[config.mk]
export PLATFORM = sky130hd
export DESIGN_NAME = ctm_timer
export DESIGN_NICKNAME = d
export VERILOG_FILES = /design/src/ctm_pkg.sv /design/src/ctm_tick_gen.sv /design/src/ctm_timer.sv
export VERILOG_INCLUDE_DIRS = /design/src
export SDC_FILE = /design/constraint.sdc
export NUM_CORES = 1
export LEC_CHECK = 0
export BUFFER_PORTS_ARGS = -buffer_cell sky130_fd_sc_hd__buf_2
export CAP_MARGIN = 25
export CORE_MARGIN = 1.5
export CORE_UTILIZATION = 60
export DETAILED_ROUTE_END_ITERATION = 10
export GPL_TIMING_DRIVEN = 0
export PLACE_DENSITY = 0.86
export SYNTH_ARGS = -nofsm -noshare
export SYNTH_HDL_FRONTEND = slang
export SYNTH_SLANG_ARGS = --single-unit
[constraint.sdc]
create_clock -name clk_sys -period 4.2 [get_ports clk_sys]
set_input_delay 0.42 -clock clk_sys [delete_from_list [all_inputs] [get_ports clk_sys]]
set_output_delay 0.42 -clock clk_sys [all_outputs]
set_load 0.005 [all_outputs]
[src/ctm_defs.svh]
// register offsets, field positions, reset values and timing constants
`ifndef CTM_DEFS_SVH
`define CTM_DEFS_SVH

// register byte addresses
`define CTM_OFS_CMPA_LO   12'h000
`define CTM_OFS_CMPA_HI   12'h004
`define CTM_OFS_CTRL0     12'h008
`define CTM_OFS_CTRL1     12'h00C
`define CTM_OFS_COUNT     12'h010

// timer_control_0 fields
`define CTM_C0_PAUSE      7
`define CTM_C0_CK_HI      6
`define CTM_C0_CK_LO      4
`define CTM_C0_ON         3
`define CTM_C0_RP_HI      2
`define CTM_C0_RP_LO      0

// timer_control_1 fields
`define CTM_C1_MODE_HI    7
`define CTM_C1_MODE_LO    6
`define CTM_C1_PIN_HI     5
`define CTM_C1_PIN_LO     4
`define CTM_C1_OC         3
`define CTM_C1_POL        2
`define CTM_C1_DPX        1
`define CTM_C1_CCLR       0

// reset values
`define CTM_RST_BYTE      8'h00
`define CTM_RST_COUNT     10'h000
`define CTM_RST_WORD      32'h0000_0000

// timing: one period step is 128 timer clocks, code zero means 1024
`define CTM_PERIOD_FULL   11'h400
`define CTM_PRE_SYS4      6'h03
`define CTM_PRE_H16       6'h0F
`define CTM_PRE_H64       6'h3F

`endif

[src/ctm_pkg.sv]
// types shared by the compact timer design files
package ctm_pkg;

  typedef enum logic [1:0] {
    CTM_MODE_CMP   = 2'h0,
    CTM_MODE_UNDEF = 2'h1,
    CTM_MODE_PWM   = 2'h2,
    CTM_MODE_TMR   = 2'h3
  } ctm_mode_t;

  typedef enum logic [2:0] {
    CTM_ST_OFF  = 3'h1,
    CTM_ST_RUN  = 3'h2,
    CTM_ST_HOLD = 3'h4
  } ctm_state_t;

  typedef enum logic [2:0] {
    CTM_CK_SYS4 = 3'h0,
    CTM_CK_SYS  = 3'h1,
    CTM_CK_H16  = 3'h2,
    CTM_CK_H64  = 3'h3,
    CTM_CK_SUBA = 3'h4,
    CTM_CK_SUBB = 3'h5,
    CTM_CK_EXTR = 3'h6,
    CTM_CK_EXTF = 3'h7
  } ctm_clk_t;

  typedef struct packed {
    logic [5:0] pre;
    logic [1:0] extSync;
    logic       extDly;
    logic [1:0] subSync;
    logic       subDly;
    logic       tick;
  } ctm_tick_state_t;

  typedef struct packed {
    logic [7:0]  ctrl0;
    logic [7:0]  ctrl1;
    logic [7:0]  cmpaLo;
    logic [1:0]  cmpaHi;
    logic [7:0]  lowBuf;
    logic [9:0]  count;
    logic        outLvl;
    logic        pin;
    logic        pinOe;
    logic        evtA;
    logic        evtP;
    logic [31:0] rdata;
    ctm_state_t  st;
  } ctm_regs_t;

endpackage

[src/ctm_tick_gen.sv]
// counter clock source selection, prescaler and pin edge detection
`timescale 1ns/1ps
`include "ctm_defs.svh"

module ctm_tick_gen (
  // clock and reset
  input  wire logic              clk_sys,
  input  wire logic              arst_n,
  // selection
  input  wire ctm_pkg::ctm_clk_t clkSel,
  // asynchronous clock pins
  input  wire logic              extCountPin,
  input  wire logic              subClk,
  // one-cycle count enable
  output logic                   tick
);
  import ctm_pkg::*;

  ctm_tick_state_t s;
  ctm_tick_state_t next_s;

  logic extRise;
  logic extFall;
  logic subRise;

  // edges taken only from the second synchroniser stage
  assign extRise = s.extSync[1] & ~s.extDly;
  assign extFall = ~s.extSync[1] & s.extDly;
  assign subRise = s.subSync[1] & ~s.subDly;
  assign tick    = s.tick;

  always_comb begin
    next_s         = s;
    next_s.pre     = s.pre + 6'h01;
    next_s.extSync = {s.extSync[0], extCountPin};
    next_s.extDly  = s.extSync[1];
    next_s.subSync = {s.subSync[0], subClk};
    next_s.subDly  = s.subSync[1];
    // high clock taken equal to the system clock
    case (clkSel)
      CTM_CK_SYS4: next_s.tick = (s.pre[1:0] == 2'(`CTM_PRE_SYS4));
      CTM_CK_SYS:  next_s.tick = 1'b1;
      CTM_CK_H16:  next_s.tick = (s.pre[3:0] == 4'(`CTM_PRE_H16));
      CTM_CK_H64:  next_s.tick = (s.pre == `CTM_PRE_H64);
      CTM_CK_SUBA: next_s.tick = subRise;
      CTM_CK_SUBB: next_s.tick = subRise;
      CTM_CK_EXTR: next_s.tick = extRise;
      CTM_CK_EXTF: next_s.tick = extFall;
      default:     next_s.tick = 1'b0;
    endcase
  end

  always_ff @(posedge clk_sys or negedge arst_n) begin
    if (!arst_n) begin
      s <= '0;
    end else begin
      s <= next_s;
    end
  end

endmodule

[src/ctm_timer.sv]
// compact timer unit: apb registers, 10-bit counter, comparators, pin
//
// The placing of the registers and the APB register port were left to the implementer.
`timescale 1ns/1ps
`include "ctm_defs.svh"

// Operation
// - pause bit set holds counter value; clearing resumes from it
// - clock select picks sys/4, sys, high/16, high/64, sub, pin edges
// - on bit rising resets counter to zero; only software count change
// - on bit cleared stops counting; counter keeps residual value
// - compare mode: on bit rising restores pin to initial level
// - period code vs counter bits 9..7, n*128 clocks, zero means 1024
// - period code zero lets counter clear by overflow
// - mode field: 00 compare, 01 undefined, 10 pwm, 11 timer
// - timer mode never drives pin; pin, level, polarity bits unused
// - compare mode A match: 00 hold, 01 low, 10 high, 11 toggle
// - requested level equal to current level shows no change
// - pwm pin field: 00 inactive, 01 active, 10 waveform, 11 undefined
// - level bit: initial level in compare, active level in pwm
// - polarity bit set inverts the driven pin
// - swap bit 0: period code sets period, A duty; 1 swaps them
// - clear source 1 clears on A match, 0 on P match or overflow
// - pwm ignores clear source; period comparator clears counter
// - compare A split: low byte 7..0, high byte 1..0, rest zero
// - 10-bit up counter, comparator A checks all ten bits
// - low byte write goes to buffer, moved on high byte write
module ctm_timer (
  // clock and reset
  input  wire logic        clk_sys,
  input  wire logic        arst_n,
  // apb slave
  input  wire logic [11:0] paddr,
  input  wire logic        psel,
  input  wire logic        penable,
  input  wire logic        pwrite,
  input  wire logic [31:0] pwdata,
  input  wire logic [3:0]  pstrb,
  output logic      [31:0] prdata,
  output logic             pready,
  output logic             pslverr,
  // clock pins
  input  wire logic        extCountPin,
  input  wire logic        subClk,
  // timer output pin
  output logic             timerOutPin,
  output logic             timerOutOe,
  // match events
  output logic             matchAEvent,
  output logic             matchPEvent
);
  import ctm_pkg::*;

  ctm_regs_t  s;
  ctm_regs_t  next_s;

  logic       tick;
  logic       setupPh;
  logic       accessPh;
  logic       wrEn;
  logic       mapped;
  logic       onSetNow;
  logic       running;
  logic       pause;
  logic       onBit;
  logic [2:0] period;
  ctm_mode_t  mode;
  logic [1:0] pinFn;
  logic       ocLvl;
  logic       pol;
  logic       dpx;
  logic       cclr;
  logic [9:0] cmpa;
  logic [10:0] incr;
  logic       aHit;
  logic       pHit;
  logic       clearByA;
  logic       clrNow;
  logic [10:0] duty;
  logic       pwmAct;
  logic       rawLvl;

  ctm_tick_gen u_tick (
    .clk_sys     (clk_sys),
    .arst_n      (arst_n),
    .clkSel      (ctm_clk_t'(s.ctrl0[`CTM_C0_CK_HI:`CTM_C0_CK_LO])),
    .extCountPin (extCountPin),
    .subClk      (subClk),
    .tick        (tick)
  );

  // field views
  assign pause  = s.ctrl0[`CTM_C0_PAUSE];
  assign onBit  = s.ctrl0[`CTM_C0_ON];
  assign period = s.ctrl0[`CTM_C0_RP_HI:`CTM_C0_RP_LO];
  assign mode   = ctm_mode_t'(s.ctrl1[`CTM_C1_MODE_HI:`CTM_C1_MODE_LO]);
  assign pinFn  = s.ctrl1[`CTM_C1_PIN_HI:`CTM_C1_PIN_LO];
  assign ocLvl  = s.ctrl1[`CTM_C1_OC];
  assign pol    = s.ctrl1[`CTM_C1_POL];
  assign dpx    = s.ctrl1[`CTM_C1_DPX];
  assign cclr   = s.ctrl1[`CTM_C1_CCLR];
  assign cmpa   = {s.cmpaHi, s.cmpaLo};

  // bus decode
  assign setupPh  = psel & ~penable;
  assign accessPh = psel & penable;
  assign wrEn     = accessPh & pwrite & pstrb[0];
  assign mapped   = (paddr == `CTM_OFS_CMPA_LO) ||
                    (paddr == `CTM_OFS_CMPA_HI) ||
                    (paddr == `CTM_OFS_CTRL0)   ||
                    (paddr == `CTM_OFS_CTRL1)   ||
                    (paddr == `CTM_OFS_COUNT);
  assign pready   = 1'b1;
  assign pslverr  = accessPh & ~mapped;
  assign prdata   = s.rdata;

  // on bit low to high in this write
  assign onSetNow = wrEn && (paddr == `CTM_OFS_CTRL0) &&
                    pwdata[`CTM_C0_ON] && !onBit;
  assign running  = (s.st == CTM_ST_RUN);

  // comparators on the value the counter is about to take
  assign incr = {1'b0, s.count} + 11'h001;
  assign aHit = (cmpa != `CTM_RST_COUNT) &&
                (incr[9:0] == cmpa) && !incr[10];
  assign pHit = (period != 3'h0) &&
                (incr[9:0] == {period, 7'h00});
  // pwm clears by whichever register sets the period
  assign clearByA = (mode == CTM_MODE_PWM) ? dpx : cclr;
  // code zero never hits: the counter wraps by overflow
  assign clrNow   = clearByA ? aHit : pHit;

  // duty threshold, full duty when it reaches the period
  assign duty = dpx ? ((period == 3'h0) ? `CTM_PERIOD_FULL :
                       {1'b0, period, 7'h00})
                    : {1'b0, cmpa};
  assign pwmAct = ({1'b0, s.count} < duty);

  always_comb begin
    case (mode)
      CTM_MODE_CMP: begin
        rawLvl = s.outLvl;
      end
      CTM_MODE_PWM: begin
        case (pinFn)
          2'h0:    rawLvl = ~ocLvl;
          2'h1:    rawLvl = ocLvl;
          2'h2:    rawLvl = pwmAct ? ocLvl : ~ocLvl;
          default: rawLvl = ~ocLvl;
        endcase
      end
      default: begin
        rawLvl = 1'b0;
      end
    endcase
  end

  always_comb begin
    next_s      = s;
    next_s.evtA = 1'b0;
    next_s.evtP = 1'b0;

    // register writes
    if (wrEn && (paddr == `CTM_OFS_CMPA_LO)) begin
      next_s.lowBuf = pwdata[7:0];
    end else if (wrEn && (paddr == `CTM_OFS_CMPA_HI)) begin
      next_s.cmpaHi = pwdata[1:0];
      next_s.cmpaLo = s.lowBuf;
    end else if (wrEn && (paddr == `CTM_OFS_CTRL0)) begin
      next_s.ctrl0 = pwdata[7:0];
    end else if (wrEn && (paddr == `CTM_OFS_CTRL1)) begin
      next_s.ctrl1 = pwdata[7:0];
    end

    // read data captured in the setup cycle
    if (setupPh && !pwrite) begin
      next_s.rdata = `CTM_RST_WORD;
      if (paddr == `CTM_OFS_CMPA_LO) begin
        next_s.rdata[7:0] = s.lowBuf;
      end else if (paddr == `CTM_OFS_CMPA_HI) begin
        next_s.rdata[1:0] = s.cmpaHi;
        next_s.lowBuf     = s.cmpaLo;
      end else if (paddr == `CTM_OFS_CTRL0) begin
        next_s.rdata[7:0] = s.ctrl0;
      end else if (paddr == `CTM_OFS_CTRL1) begin
        next_s.rdata[7:0] = s.ctrl1;
      end else if (paddr == `CTM_OFS_COUNT) begin
        next_s.rdata[9:0] = s.count;
      end
    end

    // run state from the on and pause bits
    case (s.st)
      CTM_ST_OFF: begin
        if (next_s.ctrl0[`CTM_C0_ON]) begin
          next_s.st = next_s.ctrl0[`CTM_C0_PAUSE] ? CTM_ST_HOLD : CTM_ST_RUN;
        end
      end
      CTM_ST_RUN: begin
        if (!next_s.ctrl0[`CTM_C0_ON]) begin
          next_s.st = CTM_ST_OFF;
        end else if (next_s.ctrl0[`CTM_C0_PAUSE]) begin
          next_s.st = CTM_ST_HOLD;
        end
      end
      CTM_ST_HOLD: begin
        if (!next_s.ctrl0[`CTM_C0_ON]) begin
          next_s.st = CTM_ST_OFF;
        end else if (!next_s.ctrl0[`CTM_C0_PAUSE]) begin
          next_s.st = CTM_ST_RUN;
        end
      end
      default: begin
        next_s.st = CTM_ST_OFF;
      end
    endcase

    // counter
    if (onSetNow) begin
      next_s.count = `CTM_RST_COUNT;
    end else if (running && tick) begin
      next_s.count = clrNow ? `CTM_RST_COUNT : incr[9:0];
      next_s.evtA  = aHit;
      next_s.evtP  = pHit && ((mode == CTM_MODE_PWM) || !cclr);
    end

    // compare mode pin level
    if (onSetNow && (mode == CTM_MODE_CMP)) begin
      next_s.outLvl = ocLvl;
    end else if (running && tick && aHit && (mode == CTM_MODE_CMP)) begin
      case (pinFn)
        2'h1:    next_s.outLvl = 1'b0;
        2'h2:    next_s.outLvl = 1'b1;
        2'h3:    next_s.outLvl = ~s.outLvl;
        default: next_s.outLvl = s.outLvl;
      endcase
    end

    // pin driven only in compare and pwm modes
    next_s.pin   = rawLvl ^ pol;
    next_s.pinOe = (mode == CTM_MODE_CMP) ||
                   (mode == CTM_MODE_PWM);
  end

  always_ff @(posedge clk_sys or negedge arst_n) begin
    if (!arst_n) begin
      s    <= '0;
      s.st <= CTM_ST_OFF;
    end else begin
      s <= next_s;
    end
  end

  assign timerOutPin = s.pin;
  assign timerOutOe  = s.pinOe;
  assign matchAEvent = s.evtA;
  assign matchPEvent = s.evtP;
endmodule

==> results of run 1 <==
## report_power, final
part           switching [W]  internal (W)  total, W
combinational      0.0000544     0.0000590  0.000113
clock               0.000316      0.000226  0.000541
sequential        0.00000780      0.000737  0.000745
## sequential cells by signal (all words and copies together), names as in the netlist, 2 cells and up
| signal | cells |
|---|---|
| s | 25 |
| cmpa | 10 |
| prdata | 10 |
| u_tick.s | 8 |
| u_tick.next_s | 4 |
| period | 3 |
| mode | 2 |
| pinFn | 2 |
## cell usage in the layout, fill, tap and decap left out, types with 6 or more instances in the layout
cell      count
dfrtp_1      74
buf_2        48
nor2_1       39
buf_4        34
mux2_2       31
nand2_1      27
a21oi_1      26
conb_1       23
mux2i_1      17
nand3_1      16
clkbuf_1     15
ha_1         15
inv_1        14
o21ai_0      14
nor3_1       11
nand2b_1     10
xnor2_1      10
clkbuf_8      9
xor2_1        7
a222oi_1      6
## cell families after synthesis
| group | count (synthesis) | share of synthesized area |
|---|---|---|
| xor+xnor | 22 | 0.0571 |
| mux | 49 | 0.117 |
| flops | 75 | 0.406 |
| fa+ha+maj | 15 | 0.0406 |
| simple gates | 149 | 0.173 |
| compound gates | 82 | 0.120 |
| other cells | 2 | 0.00162 |
| buf+inv | 70 | 0.0857 |
## per-stage QoR
step	area (um2)	hold WS, ns	utilization
detailed placement	5060	0.247	0.687
global route	5260	0.143	0.713
global placement	5030	0.333	0.683
finish	5260	0.150	0.713
floorplan	4710	0.124	-
CTS	5260	0.149	0.713
## per-layer routing
metal,track usage,vias to the layer above,wire [um]
met3,0.0640,37,1010
met4,0.124,0,367
met1,0.386,1862,4690
met2,0.461,224,5340
met5,0,-,0
li1,-,1787,-
## cell type report
| class | instances | share of cell area |
|---|---|---|
| plain buffers | 56 | 0.0654 |
| clock buffers | 9 | 0.0236 |
| clock inverters | 7 | 0.0112 |
| inverters | 14 | 0.0100 |
| multi-input cells | 340 | 0.462 |
| flip-flops and latches | 75 | 0.357 |
| well taps | 99 | 0.0236 |
| repair buffers | 43 | 0.0466 |
## what timing repair did
item / 4_1_cts / 5_1_grt
endpoints found under the hold margin: 6 / 0
endpoints found under the setup margin: 0 / 0
hold buffers: 1 / 0
## worst paths after layout
check                      slack (ns)                to  cells after the start             start
min                              0.15  u_tick.next_s[6]                      1       extCountPin
max                              0.76       timerOutPin                     10               dpx
max in group asynchronous        3.24              s[0]                      3            arst_n
max reg2reg                      0.76       timerOutPin                     10               dpx
min reg2reg                      0.36  u_tick.next_s[1]                      0  u_tick.next_s[3]
min in group asynchronous        0.39       u_tick.s[7]                      2            arst_n
## synthesized netlist by cell type (all sizes together), types with 14 or more instances
library cell,instances
buf,41
mux2i,17
nand2,27
nand3,16
nor2,39
a21oi,26
mux2,31
dfrtp,74
clkbuf,15
inv,14
o21ai,14
ha,15
==> impl_metrics.env, run 1 <==
export IMPL_run_status="finished clean"
export IMPL_crit_chain="clkbuf_1 > nand2b_1 > ha_1 > a21oi_1 > o21ai_0 > a211oi_1 > o21ai_0 > and3_1 > a2111oi_0 > o311ai_0"
export IMPL_cts_buffers=9
export IMPL_worst_ep_arrival_time_ns=3.66
export IMPL_fin_tns_setup_ns=0
export IMPL_path_delay_family="compound AO/OA/AOI/OAI gates"
export IMPL_post_route_period_util=0.820
export IMPL_final_hold_viol_count=0
export IMPL_synth_top_area_share=0.400
export IMPL_vias_per_cell=6.08
export IMPL_core_area_um2=7370
export IMPL_cts_tree="built"
export IMPL_yosysUniqueCellTypes=56
export IMPL_crit_buf_inv=1
export IMPL_wl_um=11400
export IMPL_fmax_mhz=290
export IMPL_synth_warning_count=0
export IMPL_synthArstFlopShare=1.00
export IMPL_htree_levels=3
export IMPL_regArea_um2=1880
export IMPL_drive_above_1_share=0.250
export IMPL_timing_slew_headroom=0.306
export IMPL_grt_util_all_layers=0.291
export IMPL_max_stage_delay_ns=0.51
export IMPL_first_global_vias=3723
export IMPL_ys_ff_latch=75
export IMPL_core_rowCount=31
export IMPL_synth_top_area_cell="dfrtp_1"
export IMPL_synth_ff_type="dfrtp_1"
export IMPL_critical_path_max_fanout=10
export IMPL_drt_iter0_drc=423
export IMPL_worstSetupPathType="register to register"
export IMPL_clock_latency_ns=0.38
export IMPL_grt_overflow=0
export IMPL_die_area_um2=8250
export IMPL_cts_reportedPaths_clkPinSlew_ns=0.10
export IMPL_synthToLayoutAreaGrowth_pct=13.6
export IMPL_slowest_stage="a2111oi_0"
export IMPL_synthCells=464
export IMPL_syn_cell_area_um2=4630
export IMPL_placed_cells=626
export IMPL_setup_violations=0
export IMPL_rsz0062_at_grt="false"
export IMPL_p_per_area_nw_per_um2=266
export IMPL_num_vias=3910
export IMPL_route_detailed_drc=0
export IMPL_power_w=0.00140
export IMPL_stdcell_count=643
export IMPL_die_h_um=90.8
export IMPL_ios=93
export IMPL_ys_seq_area_frac=0.406
export IMPL_place_congestion=0.896
export IMPL_multi_input_area_um2=2430
export IMPL_ant_nets=0
export IMPL_grt_antenna_before_repair=0
export IMPL_drt_pass1_iterations=8
export IMPL_n_antenna_cell=0
export IMPL_critical_path_required_ns=4.42
export IMPL_detail_route_wl_per_cell_um=17.7
export IMPL_cellLeakagePower_nw=2.51
export IMPL_hp_class="input pin to register"
export IMPL_slew_viol_final=0
export IMPL_synth_edff_count=0
export IMPL_initial_core_util=0.628
export IMPL_die_w_um=90.8
export IMPL_cts_resized=0
export IMPL_vdd_drop_max_mv=0.208
export IMPL_worst_slack_ns=0.757
export IMPL_grt_first_pass_wirelength_um=18600
export IMPL_startpoint_type="register"
export IMPL_port_buffers=41
export IMPL_avgSynthCellArea_um2=9.97
export IMPL_synth_top_cells_by_area="dfrtp_1, mux2_2, buf_4"
export IMPL_grt_max_degree=70
export IMPL_cpMostUsedCell="o21ai_0"
export IMPL_clockBufferDepth=2
export IMPL_cts_root_buf="clkbuf_8"
export IMPL_worst_pin_slew_ns=1.03
export IMPL_clock_sinks=75
export IMPL_layout_min_cycle_time_ns=3.44
export IMPL_final_nets=609
export IMPL_hpwl_um=8420
export IMPL_fill_cells=576
export IMPL_post_cts_setup_buffers=0
export IMPL_maxCapViolations=0
export IMPL_fin_worst_skew_ns=0.0160
export IMPL_pre_cts_ws_ns=0.950
export IMPL_cp_end_kind="register"
(Power assumes the default switching activity.)
==> inputs of run 2 (changes only) <==
Settings changed: ABC_AREA set to 1, CORE_UTILIZATION 60 to 50, PLACE_DENSITY 0.86 to 0.77.
Clock period 4.2 ns to 3.01 ns, I/O delays scaled along.
==> run 2 against run 1 <==
Synthesized cell count increased by 33%. Cell area increased by 0.24%. Sequential cell count unchanged. Core utilization decreased by 12 points.
==> impl_metrics.env, run 2 <==
export IMPL_holdPathStages=1
export IMPL_grt_max_degree=56
export IMPL_rr_worst_depth=15
export IMPL_vias_per_cell=5.23
export IMPL_hold_ws_ns=0.0337
export IMPL_power_w=0.00235
export IMPL_drt_pass1_iterations=5
export IMPL_synth_top_area_share=0.401
export IMPL_r2r_end="timerOutPin"
export IMPL_detail_route_wl_per_cell_um=14.7
export IMPL_rsz0062_at_grt="false"
export IMPL_grt_first_pass_wirelength_um=19300
export IMPL_largest_reg_flops=25
export IMPL_max_stage_delay_ns=0.36
export IMPL_initial_core_util=0.522
export IMPL_fmax_mhz=422
export IMPL_clockBufferDepth=2
export IMPL_route_detailed_drc=0
export IMPL_die_h_um=99.2
export IMPL_sw_frac_of_total=0.339
export IMPL_sequentialPowerShare=0.483
export IMPL_hpwl_um=9430
export IMPL_worst_ep_arrival_time_ns=2.64
export IMPL_wl_um=11900
export IMPL_critical_path_max_fanout=10
export IMPL_ios=93
export IMPL_final_common_cell="nand2_1"
export IMPL_ant_nets=0
export IMPL_worst_slack_ns=0.642
export IMPL_grt_overflow=0
export IMPL_syn_cell_area_um2=4620
export IMPL_cp_end_kind="register"
export IMPL_timing_slew_headroom=0.502
export IMPL_port_buffers=42
export IMPL_grt_antenna_before_repair=0
export IMPL_post_route_period_util=0.787
export IMPL_fin_worst_skew_ns=0.0124
export IMPL_place_congestion=0.934
export IMPL_endpoint="timerOutPin"
export IMPL_startpoint="dpx"
export IMPL_startpoint_type="register"
export IMPL_power_frac_clock=0.319
export IMPL_setup_violations=0
export IMPL_worstSetupPathType="register to register"
export IMPL_n_antenna_cell=0
export IMPL_clock_sinks=75
export IMPL_first_global_vias=3958
export IMPL_rrSetupSlack_ns=0.64
export IMPL_final_cell_mix="nand2_1, inv_1, dfrtp_1, nand3_1, o21ai_0"
export IMPL_synthTopCellsByCount="nand2_1, inv_1, dfrtp_1"
export IMPL_vdd_drop_max_mv=0.285
export IMPL_switchingPower_w=0.000796
export IMPL_cts_buffers=9
export IMPL_htree_levels=3
export IMPL_run_status="finished clean"
export IMPL_synthArstFlopShare=1.00
export IMPL_worst_pin_slew_ns=0.741
export IMPL_synth_edff_count=0
export IMPL_slowest_stage="dfrtp_1"
export IMPL_core_rowCount=34
export IMPL_final_hold_viol_count=0
export IMPL_synthCells=618
export IMPL_critical_path_required_ns=3.28
export IMPL_yosysMostFrequentCell="nand2_1"
export IMPL_cts_tree="built"
export IMPL_die_area_um2=9830
export IMPL_postLayoutCoreUtil=0.596
export IMPL_maxCapViolations=0
export IMPL_cts_root_buf="clkbuf_8"
export IMPL_synthToLayoutAreaGrowth_pct=14.0
export IMPL_core_area_um2=8850
export IMPL_hp_class="input pin to register"
export IMPL_slew_viol_final=0
export IMPL_fin_tns_setup_ns=0
export IMPL_pre_cts_ws_ns=0.681
export IMPL_top_register="s"
export IMPL_r2r_start="dpx"
export IMPL_power_internal_w=0.00155
export IMPL_ys_ff_latch=75
export IMPL_cellLeakagePower_nw=2.85
export IMPL_cts_reportedPaths_clkPinSlew_ns=0.09
export IMPL_die_w_um=99.2
export IMPL_ys_seq_area_frac=0.406
export IMPL_layout_min_cycle_time_ns=2.37
export IMPL_synth_top_cells_by_area="dfrtp_1, nand2_1, inv_1"
export IMPL_grt_util_all_layers=0.252
export IMPL_final_nets=764
export IMPL_pwr_share_comb=0.198
export IMPL_cpMostUsedCell="nand2_1"
export IMPL_num_vias=4218
export IMPL_drt_iter0_drc=219
export IMPL_synth_ff_type="dfrtp_1"
export IMPL_crit_chain="buf_2 > inv_1 > nand2_1 > ha_1 > nand2_1 > nor3_1 > nand4_1 > nand2_1 > nand2_1 > nand3_1 > nand2_1 > nand2_1 > nand2_1 > nand2_1 > nand2_1"
export IMPL_clock_latency_ns=0.37
export IMPL_avgSynthCellArea_um2=7.48
export IMPL_yosysUniqueCellTypes=40
export IMPL_drive_above_1_share=0.170
export IMPL_synth_top_area_cell="dfrtp_1"
export IMPL_p_per_area_nw_per_um2=445
export IMPL_synth_warning_count=0
[run 2: timing repair]
action	in CTS	in global routing
resized for setup	0	0
hold endpoints to repair	20	0
hold buffers	1	0
buffers inserted	0	0
[run 2: kinds of logic (layout without fill, tap and decap cells)]
| group | after synthesis | count (layout) | synth area share |
|---|---|---|---|
| adder cells (fa/ha/maj) | 15 | 15 | 0.0406 |
| AND/OR/NAND/NOR | 298 | 298 | 0.293 |
| AO/OA/AOI/OAI | 87 | 87 | 0.108 |
| flip-flops | 75 | 75 | 0.406 |
| XOR/XNOR | 5 | 5 | 0.0111 |
| other | 2 | 23 | 0.00162 |
| buffers and inverters | 135 | 195 | 0.137 |
| multiplexers | 1 | 1 | 0.00244 |
[run 2: metal layers]
layer,share of wire,vias to the layer above,GRT usage
met5,0,-,0
met4,0.021,0,0.0813
met3,0.056,21,0.0379
met2,0.47,154,0.414
met1,0.45,1958,0.347
li1,-,2085,-
[run 2: worst max-delay path: cells and delay by family, from the launching register on]
kind	cells	cell delay [ns]
buf+inv	2	0.46
fa+ha+maj	1	0.30
simple gates	12	1.14
flops	1	0.36
[run 2: worst min-delay path by stage]
stage,startpoint,end,slack [ns]
after global placement,u_tick.next_s[6],u_tick.next_s[4],0.34
final,extCountPin,u_tick.next_s[6],0.03
after detailed placement,arst_n,s[44],0.21
after CTS,extCountPin,u_tick.next_s[6],0.03
after global routing,extCountPin,u_tick.next_s[6],0.03
after floorplan,arst_n,cclr,0.005
[run 2: cell type report]
cell class | count | area [um2]
Fill cell | 828 | 3580
Multi-Input combinational cell | 429 | 2190
Sequential cell | 75 | 1880
Inverter | 93 | 349
Buffer | 42 | 285
Timing Repair Buffer | 44 | 250
Tap cell | 108 | 135
Clock buffer | 9 | 124
Clock inverter | 7 | 58.8
[run 2: power groups by stage]
| stage | Sequential [W] | Clock (W) | Combinational, W |
|---|---|---|---|
| 2_1_floorplan | 0.00113 | 0 | 0.000310 |
| 3_3_place_gp | 0.00115 | 0 | 0.000435 |
| 3_5_place_dp | 0.00115 | 0 | 0.000454 |
| 4_1_cts | 0.00113 | 0.000759 | 0.000457 |
| 5_1_grt | 0.00114 | 0.000804 | 0.000531 |
| 6_report | 0.00113 | 0.000748 | 0.000463 |
[run 2: stage by stage]
stage / instance area (um2) / instances
after floorplan: 4700 / 639
after global placement: 5050 / 789
after detailed placement: 5080 / 790
after CTS: 5270 / 807
after global routing: 5270 / 807
final: 5270 / 807
